$ cat src/verilog/irq_vec_pkg.sv
// Constants shared by the maskable interrupt vectoring block.
// Assumes a single 100 MHz system clock and APB register access.
package irq_vec_pkg;
   localparam logic [11:0] OFF_EDGE_CTRL = 12'h004;
   localparam logic [11:0] OFF_TRAP_CTRL = 12'h034;
   localparam logic [11:0] OFF_VEC_PAGE  = 12'h038;
   localparam logic [11:0] OFF_VEC_LOW   = 12'h03c;
   localparam logic [11:0] OFF_CORE_CTRL = 12'h040;
   localparam logic [11:0] OFF_STATUS    = 12'h044;
   localparam int EDGE_EN_BIT     = 3;
   localparam int EDGE_STATUS_BIT = 2;
   localparam int TRAP_FLAG_BIT   = 7;
   localparam int LEVEL2_EN_BIT   = 2;
   localparam int LEVEL1_EN_BIT   = 1;
   localparam int LEVEL0_EN_BIT   = 0;
   localparam int CORE_EI_BIT     = 0;
   localparam int CORE_DI_BIT     = 1;
   localparam logic [2:0] TRAP_CTRL_RESET = 3'h1;
   localparam logic [7:0] VEC_PAGE_RESET  = 8'h00;
   localparam logic [2:0] VEC_LOW_RESET   = 3'h0;
   localparam logic [15:0] LEVEL0_ADDR    = 16'h0038;
   localparam logic [15:0] TRAP_ADDR      = 16'h0000;
   localparam int NUM_VEC = 8;
   localparam logic [4:0] CODE_LEVEL1 = 5'h00;
   localparam logic [4:0] CODE_LEVEL2 = 5'h02;
   localparam logic [4:0] CODE_TIMER0 = 5'h04;
   localparam logic [4:0] CODE_TIMER1 = 5'h06;
   localparam logic [4:0] CODE_DMA0   = 5'h08;
   localparam logic [4:0] CODE_DMA1   = 5'h0a;
   localparam logic [4:0] CODE_SERIAL = 5'h0c;
   localparam logic [4:0] CODE_EDGE   = 5'h0e;
endpackage

$ cat src/verilog/vec_prio.sv
// Fixed-priority encoder for the eight vectored sources.
// Assumes requests are already masked; bit 0 is the highest priority.
`timescale 1ns/100ps
`default_nettype none
module vec_prio (
   input  wire logic [7:0] req,
   output logic            any,
   output logic [2:0]      idx
);
   always_comb begin
      any = 1'b0;
      idx = 3'h0;
      for (int i = 7; i >= 0; i--) begin
         if (req[i]) begin
            any = 1'b1;
            idx = 3'(i);
         end
      end
   end
endmodule
`default_nettype wire

$ cat src/verilog/irq_vec.sv
// Maskable interrupt gating, prioritising and vector address build.
// Assumes the core pulses acknowledge, instruction and fetch strobes on SYS_CLK.
//
// What this block does
// - Level-0 request masked if global flag or level-0 enable is clear.
// - After reset level-0 enable set, global flag clear until enable instruction.
// - Level-0 acceptance pushes PC and fetches from address 38H.
// - Level-0 acceptance clears the global flag and its saved copy.
// - Undefined opcode during acknowledge raises the undefined-instruction trap.
// - Low vector byte is three low-select bits above a five-bit source code.
// - Codes: 00,02,04,06,08,0A,0C,0E hex for the eight vectored sources.
// - Priority order: level-1, level-2, timers, DMA, serial, edge input.
// - Level-1/2 blocked by clear global flag or their own enable bit.
// - Internal requests blocked by clear global flag or peripheral enable.
// - Reset clears global flag and level-1 and level-2 enables.
// - Reset clears the vector page register.
// - Reset clears the three low-select bits.
// - Vector page places tables on 256-byte boundaries; loaded by transfer path.
// - Low-select picks a 32-byte block inside the page.
// - Rising edge on edge input raises a request when its enable is set.
// - Edge status set while pin high, cleared by read while pin low.
// - Reset clears edge enable and edge status.
// - Disable instruction clears global flag, enable instruction sets it.
// - Trap/control bits 2..0 are level-2, level-1, level-0 enables.
// - Vector page forms the high byte of every vectored table address.
`timescale 1ns/100ps
`default_nettype none
module irq_vec (
   input  wire logic        SYS_CLK,
   input  wire logic        RESET,
   input  wire logic        PSEL,
   input  wire logic        PENABLE,
   input  wire logic        PWRITE,
   input  wire logic [11:0] PADDR,
   input  wire logic [31:0] PWDATA,
   output logic [31:0]      PRDATA,
   output logic             PREADY,
   output logic             PSLVERR,
   input  wire logic        FIXED_RESTART_REQUEST,
   input  wire logic        VECTORED_REQUEST_ONE,
   input  wire logic        VECTORED_REQUEST_TWO,
   input  wire logic        EDGE_INPUT_PIN,
   input  wire logic [4:0]  PERIPH_REQ,
   input  wire logic [4:0]  PERIPH_EN,
   input  wire logic        ENABLE_INTERRUPTS_INSTRUCTION,
   input  wire logic        DISABLE_INTERRUPTS_INSTRUCTION,
   input  wire logic        VEC_PAGE_LOAD,
   input  wire logic [7:0]  VEC_PAGE_DATA,
   input  wire logic        ACK,
   input  wire logic        UNDEFINED_FETCH,
   output logic             IRQ_PENDING,
   output logic             PUSH_PC,
   output logic             VECTOR_VALID,
   output logic             VECTOR_INDIRECT,
   output logic [15:0]      VECTOR_ADDR,
   output logic             TRAP_RAISE,
   output logic [7:0]       VEC_PAGE
);
   typedef struct packed {
      logic        pin_meta;
      logic        pin_sync;
      logic        pin_last;
      logic        edge_en;
      logic        edge_status;
      logic        edge_pend;
      logic        global_mask_flag;
      logic        saved_mask_flag;
      logic [2:0]  trap_ctrl;
      logic        trap_flag;
      logic [7:0]  vec_page;
      logic [2:0]  vector_low_select;
      logic        in_ack;
      logic        push_pc;
      logic        vec_valid;
      logic        vec_indirect;
      logic [15:0] vec_addr;
      logic        trap_raise;
      logic [31:0] prdata;
      logic [2:0]  pin_irq_meta;
      logic [2:0]  pin_irq_sync;
   } state_t;

   state_t s;
   state_t next_s;

   logic [7:0] raw_req;
   logic [7:0] masked;
   logic       any_vec;
   logic [2:0] win;
   logic       level0_ok;
   logic       setup_w;
   logic       access_w;
   logic       access_r;

   function automatic logic [4:0] code_of(input logic [2:0] i);
      case (i)
         3'h0:    code_of = irq_vec_pkg::CODE_LEVEL1;
         3'h1:    code_of = irq_vec_pkg::CODE_LEVEL2;
         3'h2:    code_of = irq_vec_pkg::CODE_TIMER0;
         3'h3:    code_of = irq_vec_pkg::CODE_TIMER1;
         3'h4:    code_of = irq_vec_pkg::CODE_DMA0;
         3'h5:    code_of = irq_vec_pkg::CODE_DMA1;
         3'h6:    code_of = irq_vec_pkg::CODE_SERIAL;
         default: code_of = irq_vec_pkg::CODE_EDGE;
      endcase
   endfunction

   // The three request pins are active low, so their synced level is inverted.
   // Bit 0 is level-1 and bit 7 the edge input, so index order is priority order.
   assign raw_req = {s.edge_pend, PERIPH_REQ & PERIPH_EN,
                     ~s.pin_irq_sync[2], ~s.pin_irq_sync[1]};
   assign masked = s.global_mask_flag ?
                   (raw_req & {6'h3f, s.trap_ctrl[irq_vec_pkg::LEVEL2_EN_BIT],
                               s.trap_ctrl[irq_vec_pkg::LEVEL1_EN_BIT]}) : 8'h00;
   assign level0_ok = s.global_mask_flag & s.trap_ctrl[irq_vec_pkg::LEVEL0_EN_BIT]
                      & ~s.pin_irq_sync[0];

   vec_prio prio (
      .req (masked),
      .any (any_vec),
      .idx (win)
   );

   assign access_w = PSEL & PENABLE & PWRITE;
   assign access_r = PSEL & PENABLE & ~PWRITE;
   assign setup_w  = PSEL & ~PENABLE & ~PWRITE;

   always_comb begin
      next_s = s;
      next_s.pin_meta = EDGE_INPUT_PIN;
      next_s.pin_sync = s.pin_meta;
      next_s.pin_last = s.pin_sync;
      next_s.pin_irq_meta = {VECTORED_REQUEST_TWO, VECTORED_REQUEST_ONE, FIXED_RESTART_REQUEST};
      next_s.pin_irq_sync = s.pin_irq_meta;
      next_s.push_pc = 1'b0;
      next_s.vec_valid = 1'b0;
      next_s.trap_raise = 1'b0;
      if (ENABLE_INTERRUPTS_INSTRUCTION) begin
         next_s.global_mask_flag = 1'b1;
         next_s.saved_mask_flag = 1'b1;
      end
      if (DISABLE_INTERRUPTS_INSTRUCTION) begin
         next_s.global_mask_flag = 1'b0;
         next_s.saved_mask_flag = 1'b0;
      end
      if (VEC_PAGE_LOAD) begin
         next_s.vec_page = VEC_PAGE_DATA;
      end
      // The read clears status only when the pin is low; a high pin wins.
      if (setup_w && PADDR == irq_vec_pkg::OFF_EDGE_CTRL && !s.pin_sync) begin
         next_s.edge_status = 1'b0;
      end
      if (s.pin_sync) begin
         next_s.edge_status = 1'b1;
      end
      next_s.in_ack = 1'b0;
      if (ACK) begin
         next_s.in_ack = 1'b1;
         if (level0_ok) begin
            next_s.push_pc = 1'b1;
            next_s.vec_valid = 1'b1;
            next_s.vec_indirect = 1'b0;
            next_s.vec_addr = irq_vec_pkg::LEVEL0_ADDR;
            next_s.global_mask_flag = 1'b0;
            next_s.saved_mask_flag = 1'b0;
         end else if (any_vec) begin
            next_s.push_pc = 1'b1;
            next_s.vec_valid = 1'b1;
            next_s.vec_indirect = 1'b1;
            next_s.vec_addr = {s.vec_page, s.vector_low_select, code_of(win)};
            next_s.global_mask_flag = 1'b0;
            next_s.saved_mask_flag = 1'b0;
            if (win == 3'h7) begin
               next_s.edge_pend = 1'b0;
            end
         end
      end
      // A new edge in the cycle that services the old one must not be lost.
      if (s.edge_en && s.pin_sync && !s.pin_last) begin
         next_s.edge_pend = 1'b1;
      end
      if (UNDEFINED_FETCH && (s.in_ack || ACK)) begin
         next_s.trap_raise = 1'b1;
         next_s.trap_flag = 1'b1;
         next_s.push_pc = 1'b1;
         next_s.vec_valid = 1'b1;
         next_s.vec_indirect = 1'b0;
         next_s.vec_addr = irq_vec_pkg::TRAP_ADDR;
      end
      if (access_w) begin
         case (PADDR)
            irq_vec_pkg::OFF_EDGE_CTRL: begin
               next_s.edge_en = PWDATA[irq_vec_pkg::EDGE_EN_BIT];
            end
            irq_vec_pkg::OFF_TRAP_CTRL: begin
               next_s.trap_ctrl = PWDATA[2:0];
               if (!PWDATA[irq_vec_pkg::TRAP_FLAG_BIT] && !next_s.trap_raise) begin
                  next_s.trap_flag = 1'b0;
               end
            end
            irq_vec_pkg::OFF_VEC_LOW: begin
               next_s.vector_low_select = PWDATA[7:5];
            end
            irq_vec_pkg::OFF_CORE_CTRL: begin
               if (PWDATA[irq_vec_pkg::CORE_EI_BIT]) begin
                  next_s.global_mask_flag = 1'b1;
                  next_s.saved_mask_flag = 1'b1;
               end
               if (PWDATA[irq_vec_pkg::CORE_DI_BIT]) begin
                  next_s.global_mask_flag = 1'b0;
                  next_s.saved_mask_flag = 1'b0;
               end
            end
            default: begin
            end
         endcase
      end
      next_s.prdata = 32'h0;
      if (setup_w) begin
         case (PADDR)
            irq_vec_pkg::OFF_EDGE_CTRL:
               next_s.prdata = {28'h0, s.edge_en, s.edge_status, 2'h0};
            irq_vec_pkg::OFF_TRAP_CTRL:
               next_s.prdata = {24'h0, s.trap_flag, 4'h0, s.trap_ctrl};
            irq_vec_pkg::OFF_VEC_PAGE:
               next_s.prdata = {24'h0, s.vec_page};
            irq_vec_pkg::OFF_VEC_LOW:
               next_s.prdata = {24'h0, s.vector_low_select, 5'h0};
            irq_vec_pkg::OFF_CORE_CTRL:
               next_s.prdata = {30'h0, s.saved_mask_flag, s.global_mask_flag};
            irq_vec_pkg::OFF_STATUS:
               next_s.prdata = {23'h0, level0_ok, masked};
            default:
               next_s.prdata = 32'h0;
         endcase
      end
      if (RESET) begin
         next_s = '0;
         next_s.trap_ctrl = irq_vec_pkg::TRAP_CTRL_RESET;
         next_s.vec_page = irq_vec_pkg::VEC_PAGE_RESET;
         next_s.vector_low_select = irq_vec_pkg::VEC_LOW_RESET;
         next_s.edge_en = 1'b0;
         next_s.edge_status = 1'b0;
         next_s.pin_irq_meta = 3'h7;
         next_s.pin_irq_sync = 3'h7;
      end
   end

   always_ff @(posedge SYS_CLK) begin
      s <= next_s;
   end

   // Reads see state from the setup cycle, so access always takes one cycle.
   assign PREADY = 1'b1;
   assign PSLVERR = 1'b0;
   assign PRDATA = s.prdata;
   assign IRQ_PENDING = level0_ok | any_vec;
   assign PUSH_PC = s.push_pc;
   assign VECTOR_VALID = s.vec_valid;
   assign VECTOR_INDIRECT = s.vec_indirect;
   assign VECTOR_ADDR = s.vec_addr;
   assign TRAP_RAISE = s.trap_raise;
   assign VEC_PAGE = s.vec_page;

   // Each check but mask_global_a looks one cycle past the strobe, where the registered answer stands.
   level0_mask_a: assert property (@(posedge SYS_CLK) disable iff (RESET)
      (ACK && !(s.global_mask_flag && s.trap_ctrl[irq_vec_pkg::LEVEL0_EN_BIT]))
      |=> !(s.vec_valid && !s.vec_indirect && !s.trap_raise))
      else $error("level-0 accepted while masked");

   level0_addr_a: assert property (@(posedge SYS_CLK) disable iff (RESET)
      (ACK && level0_ok && !UNDEFINED_FETCH) |=> (s.vec_addr == 16'h0038 && s.push_pc))
      else $error("level-0 vector not 38H");

   level0_clear_a: assert property (@(posedge SYS_CLK) disable iff (RESET)
      (ACK && level0_ok && !access_w) |=> (!s.global_mask_flag && !s.saved_mask_flag))
      else $error("flags not cleared on accept");

   // A vectored accept masks further requests just as a level-0 accept does.
   vec_clear_a: assert property (@(posedge SYS_CLK) disable iff (RESET)
      (ACK && any_vec && !access_w) |=> (!s.global_mask_flag && !s.saved_mask_flag))
      else $error("flags not cleared on vectored accept");

   trap_raise_a: assert property (@(posedge SYS_CLK) disable iff (RESET)
      (ACK && UNDEFINED_FETCH) |=> (s.trap_raise && s.trap_flag))
      else $error("trap not raised");

   vec_byte_a: assert property (@(posedge SYS_CLK) disable iff (RESET)
      (ACK && !level0_ok && any_vec && !UNDEFINED_FETCH) |=>
      (s.vec_addr[7:5] == $past(s.vector_low_select) && s.vec_addr[15:8] == $past(s.vec_page)
       && s.vec_addr[0] == 1'b0))
      else $error("vector byte wrong");

   // The chosen source must be requesting and no source above it may be requesting.
   prio_order_a: assert property (@(posedge SYS_CLK) disable iff (RESET)
      (ACK && !level0_ok && any_vec && !UNDEFINED_FETCH) |=>
      (s.vec_addr[4] == 1'b0 && (($past(masked) >> s.vec_addr[3:1]) & 8'h01) == 8'h01
       && ($past(masked) & ((8'h01 << s.vec_addr[3:1]) - 8'h01)) == 8'h00))
      else $error("vector priority wrong");

   mask_global_a: assert property (@(posedge SYS_CLK) disable iff (RESET)
      !s.global_mask_flag |-> (masked == 8'h00 && !level0_ok))
      else $error("request passed with flag clear");

   // Only the trap may leave a vector while the global flag is clear.
   mask_vec_a: assert property (@(posedge SYS_CLK) disable iff (RESET)
      !s.global_mask_flag |=> (!s.vec_valid || s.trap_raise))
      else $error("vector given with flag clear");

   reset_vals_a: assert property (@(posedge SYS_CLK)
      RESET |=> (s.trap_ctrl == 3'h1 && s.vec_page == 8'h00 && !s.global_mask_flag
                 && s.vector_low_select == 3'h0 && !s.edge_en && !s.edge_status))
      else $error("reset values wrong");

   page_load_a: assert property (@(posedge SYS_CLK) disable iff (RESET)
      VEC_PAGE_LOAD |=> s.vec_page == $past(VEC_PAGE_DATA))
      else $error("vector page not loaded");

   low_write_a: assert property (@(posedge SYS_CLK) disable iff (RESET)
      (access_w && PADDR == irq_vec_pkg::OFF_VEC_LOW)
      |=> s.vector_low_select == $past(PWDATA[7:5]))
      else $error("low select not written");

   edge_req_a: assert property (@(posedge SYS_CLK) disable iff (RESET)
      (s.edge_en && s.pin_sync && !s.pin_last) |=> s.edge_pend)
      else $error("edge request missed");

   edge_hold_a: assert property (@(posedge SYS_CLK) disable iff (RESET)
      s.pin_sync |=> s.edge_status)
      else $error("edge status not set by high pin");

   edge_clear_a: assert property (@(posedge SYS_CLK) disable iff (RESET)
      (setup_w && PADDR == irq_vec_pkg::OFF_EDGE_CTRL && !s.pin_sync) |=> !s.edge_status)
      else $error("edge status not cleared by read");

   // Level sources hold themselves; the latched edge must survive a higher winner.
   edge_keep_a: assert property (@(posedge SYS_CLK) disable iff (RESET)
      (ACK && !level0_ok && any_vec && win != 3'h7 && s.edge_pend) |=> s.edge_pend)
      else $error("edge request lost");

   ei_set_a: assert property (@(posedge SYS_CLK) disable iff (RESET)
      (ENABLE_INTERRUPTS_INSTRUCTION && !DISABLE_INTERRUPTS_INSTRUCTION && !ACK && !access_w)
      |=> s.global_mask_flag)
      else $error("enable instruction ignored");

   trap_ctrl_a: assert property (@(posedge SYS_CLK) disable iff (RESET)
      (access_w && PADDR == irq_vec_pkg::OFF_TRAP_CTRL)
      |=> s.trap_ctrl == $past(PWDATA[2:0]))
      else $error("trap control not written");

   level0_cov: cover property (@(posedge SYS_CLK) ACK && level0_ok);
   vectored_cov: cover property (@(posedge SYS_CLK) ACK && !level0_ok && any_vec);
   edge_cov: cover property (@(posedge SYS_CLK) ACK && any_vec && win == 3'h7);
   trap_cov: cover property (@(posedge SYS_CLK) s.trap_raise);
endmodule
`default_nettype wire

$ cat config.mk
export PLATFORM = sky130hd
export DESIGN_NAME = irq_vec
export DESIGN_NICKNAME = d
export VERILOG_FILES = /design/src/verilog/irq_vec_pkg.sv /design/src/verilog/vec_prio.sv /design/src/verilog/irq_vec.sv
export SDC_FILE = /design/constraint.sdc
export NUM_CORES = 1
export LEC_CHECK = 0
export BUFFER_PORTS_ARGS = -buffer_cell sky130_fd_sc_hd__buf_2
export CAP_MARGIN = 0
export CELL_PAD_IN_SITES_DETAIL_PLACEMENT = 1
export CELL_PAD_IN_SITES_GLOBAL_PLACEMENT = 1
export CORE_ASPECT_RATIO = 1.4
export CORE_MARGIN = 1.5
export CORE_UTILIZATION = 33
export CTS_CLUSTER_DIAMETER = 50
export DETAILED_ROUTE_END_ITERATION = 8
export GPL_ROUTABILITY_DRIVEN = 0
export PLACE_DENSITY_LB_ADDON = 0.1
export SLEW_MARGIN = 20
export SYNTH_ARGS = -nofsm -noshare
export SYNTH_HDL_FRONTEND = slang
export SYNTH_SLANG_ARGS = --single-unit
$ cat constraint.sdc
create_clock -name SYS_CLK -period 2.46 [get_ports SYS_CLK]
set_input_delay 0.369 -clock SYS_CLK [delete_from_list [all_inputs] [get_ports SYS_CLK]]
set_output_delay 0.369 -clock SYS_CLK [all_outputs]
set_load 0.02 [all_outputs]
# Yosys cells after proc, flatten, opt, wreduce, memory -nomap -nowiden
# Index checks and enable logic that the tools add are counted.
[totals]
out_inout_bits = 63
mem_bits_rw = 0
register_bits = 82
elab_cells = 114
mem_bits_ro = 0
latchBits = 0
n_memories = 0
[classes]
n_eq_ne = 14
mul = 0
add_sub_neg = 0
n_div = 0
bitwise = 15
n_shift = 0
n_mux = 40
magnitude_cmp = 0
reduce_logical = 24
[op_table]
columns = ["cell", "count"]
rows = [
  ["case mux 9 bit (6 select lines)", 1],
  ["2-to-1 mux 20 bit", 2],
  ["2-to-1 mux 19 bit", 2],
  ["equality test 12 x 6 -> 1 bit, second input constant", 3],
  ["2-to-1 mux 3 bit", 10],
  ["case mux 4 bit (7 select lines)", 1],
  ["equality test 12 x 7 -> 1 bit, second input constant", 2],
  ["2-to-1 mux 1 bit", 15],
  ["equality test 12 x 3 -> 1 bit, second input constant", 1],
  ["equality test 3 bit, second input constant", 4],
  ["2-to-1 mux 2 bit", 6],
  ["nonzero test 2 bit", 5],
  ["AND 8 bit", 1],
  ["2-to-1 mux 8 bit", 1],
  ["AND reduction 2 bit", 4],
  ["AND 1 bit", 6],
  ["equality test 3 x 2 -> 1 bit, second input constant", 2],
  ["logical AND 1 bit", 6],
  ["2-to-1 mux 6 bit", 1],
  ["NOT 1 bit", 6],
  ["AND 5 bit", 1],
  ["logical NOT 1 bit", 4],
  ["2-to-1 mux 4 bit", 1],
  ["AND reduction 4 bit", 1],
  ["6 further kinds", 7],
]

# Logic depth before layout (Yosys ltp)
[depth]
ltp_word = 22
depth_mapped = 7
depth_no_buf = 5

# By module
# Synthesis repeated with hierarchy kept, for this count alone.
[hier_totals]
cells_unflattened = 341
area_unflattened_um2 = 2972.9
[by_module_without_submodules]
columns = ["module", "n_inst", "seq_area_each_um2", "area_per_inst_um2", "cells_per_inst"]
rows = [
  ["irq_vec", 1, 1141.1, 2892.8, 328],
  ["vec_prio", 1, 0.0, 80.1, 13],
]

# Least setup slack after synthesis
# No wires, ideal clock.
[synth_timing]
path_kind = "input-to-reg"
from = "in PADDR[9]"
to = "reg s (netlist bit PRDATA[8])"
path_slack_ns = 0.441
arrival_ns = 1.943
n_path_buf = 1
stages = 5
required_ns = 2.385
cell_sequence = "or4_4 or4b_1 a311o_1 buf_6 nor3_2"
[synth_via]
elab_chain_len = 2
[synth_rtl]
columns = ["item", "line_no", "text"]
rows = [
  ["start: declaration", "irq_vec.sv:34", "input wire logic [11:0] PADDR,"],
  ["equality test 12 x 7 -> 1 bit, or another cell as far along", "irq_vec.sv:220", "case (PADDR)"],
  ["case mux 9 bit (6 select lines) *", "irq_vec.sv:220", ""],
  ["end signal: assignment", "irq_vec.sv:250", "s <= next_s;"],
  ["end: declaration", "irq_vec.sv:83", "state_t s;"],
]
# Mark *: on every way between the ends. The rest lies on a longest branch, timed or not.
# A chain may end at the register's enable or synchronous reset.

# Final worst setup path
[layout_timing]
from = "reg s[72] (netlist bit)"
to = "out IRQ_PENDING"
[layout_via]
elab_chain_len = 4
[layout_rtl]
columns = ["item", "line_no", "text"]
rows = [
  ["AND 8 bit", "irq_vec.sv:113", "(raw_req & {6'h3f, s.trap_ctrl[irq_vec_pkg::LEVEL2_EN_BIT],"],
  ["2-to-1 mux 8 bit", "irq_vec.sv:112", "assign masked = s.global_mask_flag ?"],
  ["2-to-1 mux 1 bit", "vec_prio.sv:14", "if (req[i]) begin"],
  ["OR 1 bit", "irq_vec.sv:257", "assign IRQ_PENDING = level0_ok | any_vec;"],
  ["end: declaration", "irq_vec.sv:51", "output logic IRQ_PENDING,"],
]
# No other way between the ends.

==> run_results.csv <==
group,metric,value,unit
timing,rsz0062_at_grt,"no",
die,rows,39,
power,combPwrFrac,9.2,%
timing,finalCritPeriodShare,83.0,%
drt,viasPerCell,4.92,
place,place_area,3010,um^2
logic_synthesis,yosysTopAreaCell,"dfxtp_1",
timing,finalHoldViolations,0,
logic_synthesis,synth-main-ff-cell,"dfxtp_1",
grt,grt_pass1_wl,11.7,mm
worst_hold_path,min_path_type,"input port to flip-flop",
power,p_seq_share,39.1,%
layout,postLayoutCellArea,3320,um^2
logic_synthesis,yosysMostFrequentCell,"buf_4",
clock_network,cts_max_level,3,
grt,overflow,0,
clock_network,post_cts_resized,0,
critical_path,worst_ep_required_time,2090,ps
power,leakage,0.00153,uW
timing,finalSetupViolCount,0,
clock_network,cts_buffer_depth,2,
critical_path,setup.worst_path.start_class,"flip-flop",
critical_path,end_kind,"primary output",
layout,nFillCells,1015,
drt,wl_per_cell,15.2,um
place,dp.cells,460,
logic_synthesis,yosysSeqAreaShare,40.8,%
layout,instances_no_fill,475,
layout,drive_gt1_share,32.4,%
critical_path,crit_type,"flip-flop to primary output",
drt,drt-pass1-iter-count,4,
flow_run,maxCapViolCount,0,
die,num_io_pins,139,
timing,fmax,490,MHz
run_status,status,"finished, final reports clean",
place,port_buffers,87,
logic_synthesis,syn-cell-area,2800,um^2
die,placeableCoreArea,8200,um^2
power,internal-power,1910,uW
critical_path,arrival,1670,ps
logic_synthesis,ys_async_sr_fraction,0,%
power,pwr-share-clk,51.7,%
place,dpl_worst_slack,138,ps
drt,drtIter0Drc,61,
drt,ant_nets,0,
clock_network,cts.clk_slew.worst_paths,50,ps
critical_path,crit_fanout,5,
logic_synthesis,synth-edff-count,0,
logic_synthesis,synth_cell_types,51,
die,die_w,80.8,um
layout,antennaDiodeCount,0,
logic_synthesis,netlist_instances,310,
timing,finalCriticalPeriod,2040,ps
timing,tns,0,ps
timing,finClkSkew,5.50,ps
die,die_h,112,um
timing,setup_slack,419,ps
layout,nets,445,
clock_network,cts_tree,"built",
power,ir_drop,0.000388,V
power,p_per_area,744,nW/um^2
timing,fin_hold_ws,232,ps
logic_synthesis,avgSynthCellArea,9.02,um^2
grt,grt_usage,17.0,%
logic_synthesis,netlist_top_cells_count,"buf_4, dfxtp_1, nor2_1, nand2_1, a22o_1",
logic_synthesis,synth_top_area_share,40.8,%
power,sw_frac_of_total,22.5,%
place,hpwl,5.79,mm
clock_network,hold_buffers,0,
layout,area_growth,18.8,%
die,initial_utilization,34.1,%
power,p_sw,557,uW
drt,wirelength,7.24,mm
clock_network,numClockSinks,57,
drt,vias,2335,
clock_network,numCtsBuffers,9,
clock_network,clock_latency,320,ps
timing,drv_slew,0,
die,die_area,9050,um^2
clock_network,postCtsSetupBuffers,0,
grt,first_global_vias,2389,
clock_network,cts-root-buf,"clkbuf_16",
logic_synthesis,yosysWarnings,0,
drt,drc,0,
logic_synthesis,synth_seq_cells,57,
grt,grt_antenna_before_repair,0,
grt,grt_max_degree,18,
logic_synthesis,synth.area.top_cells,"dfxtp_1, buf_4, mux2i_1",
-- per-layer routing --
layer  vias to the layer above  wire length (um)  track usage [%]
met3                        10               349             3.61
li1                       1137                 -                -
met1                      1117              3010             19.5
met4                         0               108             6.32
met5                         -                 0                0
met2                        71              3770             30.0
-- critical path: stages (launching register included) --
cell      delay [ps]
dfxtp_1          370
nand2b_1         150
nand3_1          220
nor2_1            90
a21boi_0         300
buf_2            230
-- per-stage QoR --
stage	utilization (%)	power, uW
floorplan	-	1160
global placement	36.7	1210
detailed placement	36.7	1210
CTS	40.5	2500
global route	40.5	2580
finish	40.5	2470
-- registers in the layout (all words and copies together), names as in the netlist --
name             flops
s                   21
VECTOR_ADDR         15
PRDATA               9
VEC_PAGE             8
PUSH_PC              1
TRAP_RAISE           1
VECTOR_INDIRECT      1
raw_req              1
-- worst paths after layout --
check,cells past startpoint,startpoint,slack (ps),end
worst max-delay path,5,s[72]$_SDFFE_PP0P_,420,IRQ_PENDING
worst min-delay path,2,FIXED_RESTART_REQUEST,230,s[3]$_SDFF_PP1_
worst min register to register,1,s[3]$_SDFF_PP1_,410,s[0]$_SDFF_PP1_
worst max register to register,6,s[72]$_SDFFE_PP0P_,800,VECTOR_ADDR[9]$_SDFFE_PP0P_
-- kinds of logic after synthesis --
group	share of synthesized area [%]
other	0.268
buffers and inverters	18.0
AND/OR/NAND/NOR	19.2
AO/OA/AOI/OAI	16.3
flip-flops	40.8
multiplexers	5.46
-- layout by cell type (no fill, tap or decap), drive strengths merged, types with 10 or more instances in the layout --
| cell | n |
|---|---|
| o21ai | 10 |
| nor2 | 28 |
| buf | 93 |
| conb | 26 |
| a22o | 14 |
| clkbuf | 13 |
| dfxtp | 57 |
| mux2i | 13 |
| nand2 | 20 |
| a21oi | 11 |
-- layout make-up --
| cell class | instances | area [um^2] | area share, % |
|---|---|---|---|
| Multi-Input combinational cell | 204 | 1240 | 37.4 |
| Sequential cell | 57 | 1140 | 34.3 |
| Timing Repair Buffer | 93 | 480 | 14.5 |
| Clock buffer | 13 | 280 | 8.43 |
| Tap cell | 102 | 128 | 3.84 |
| Clock inverter | 2 | 35.0 | 1.05 |
| Inverter | 4 | 15.0 | 0.452 |
-- power by group through the flow --
stage               clock network [uW]  registers, uW  logic (uW)
floorplan                            0            979         180
global placement                     0            983         227
detailed placement                   0            985         229
CTS                               1310            966         230
global route                      1360            967         253
finish                            1280            966         228
(Power assumes the default switching activity.)
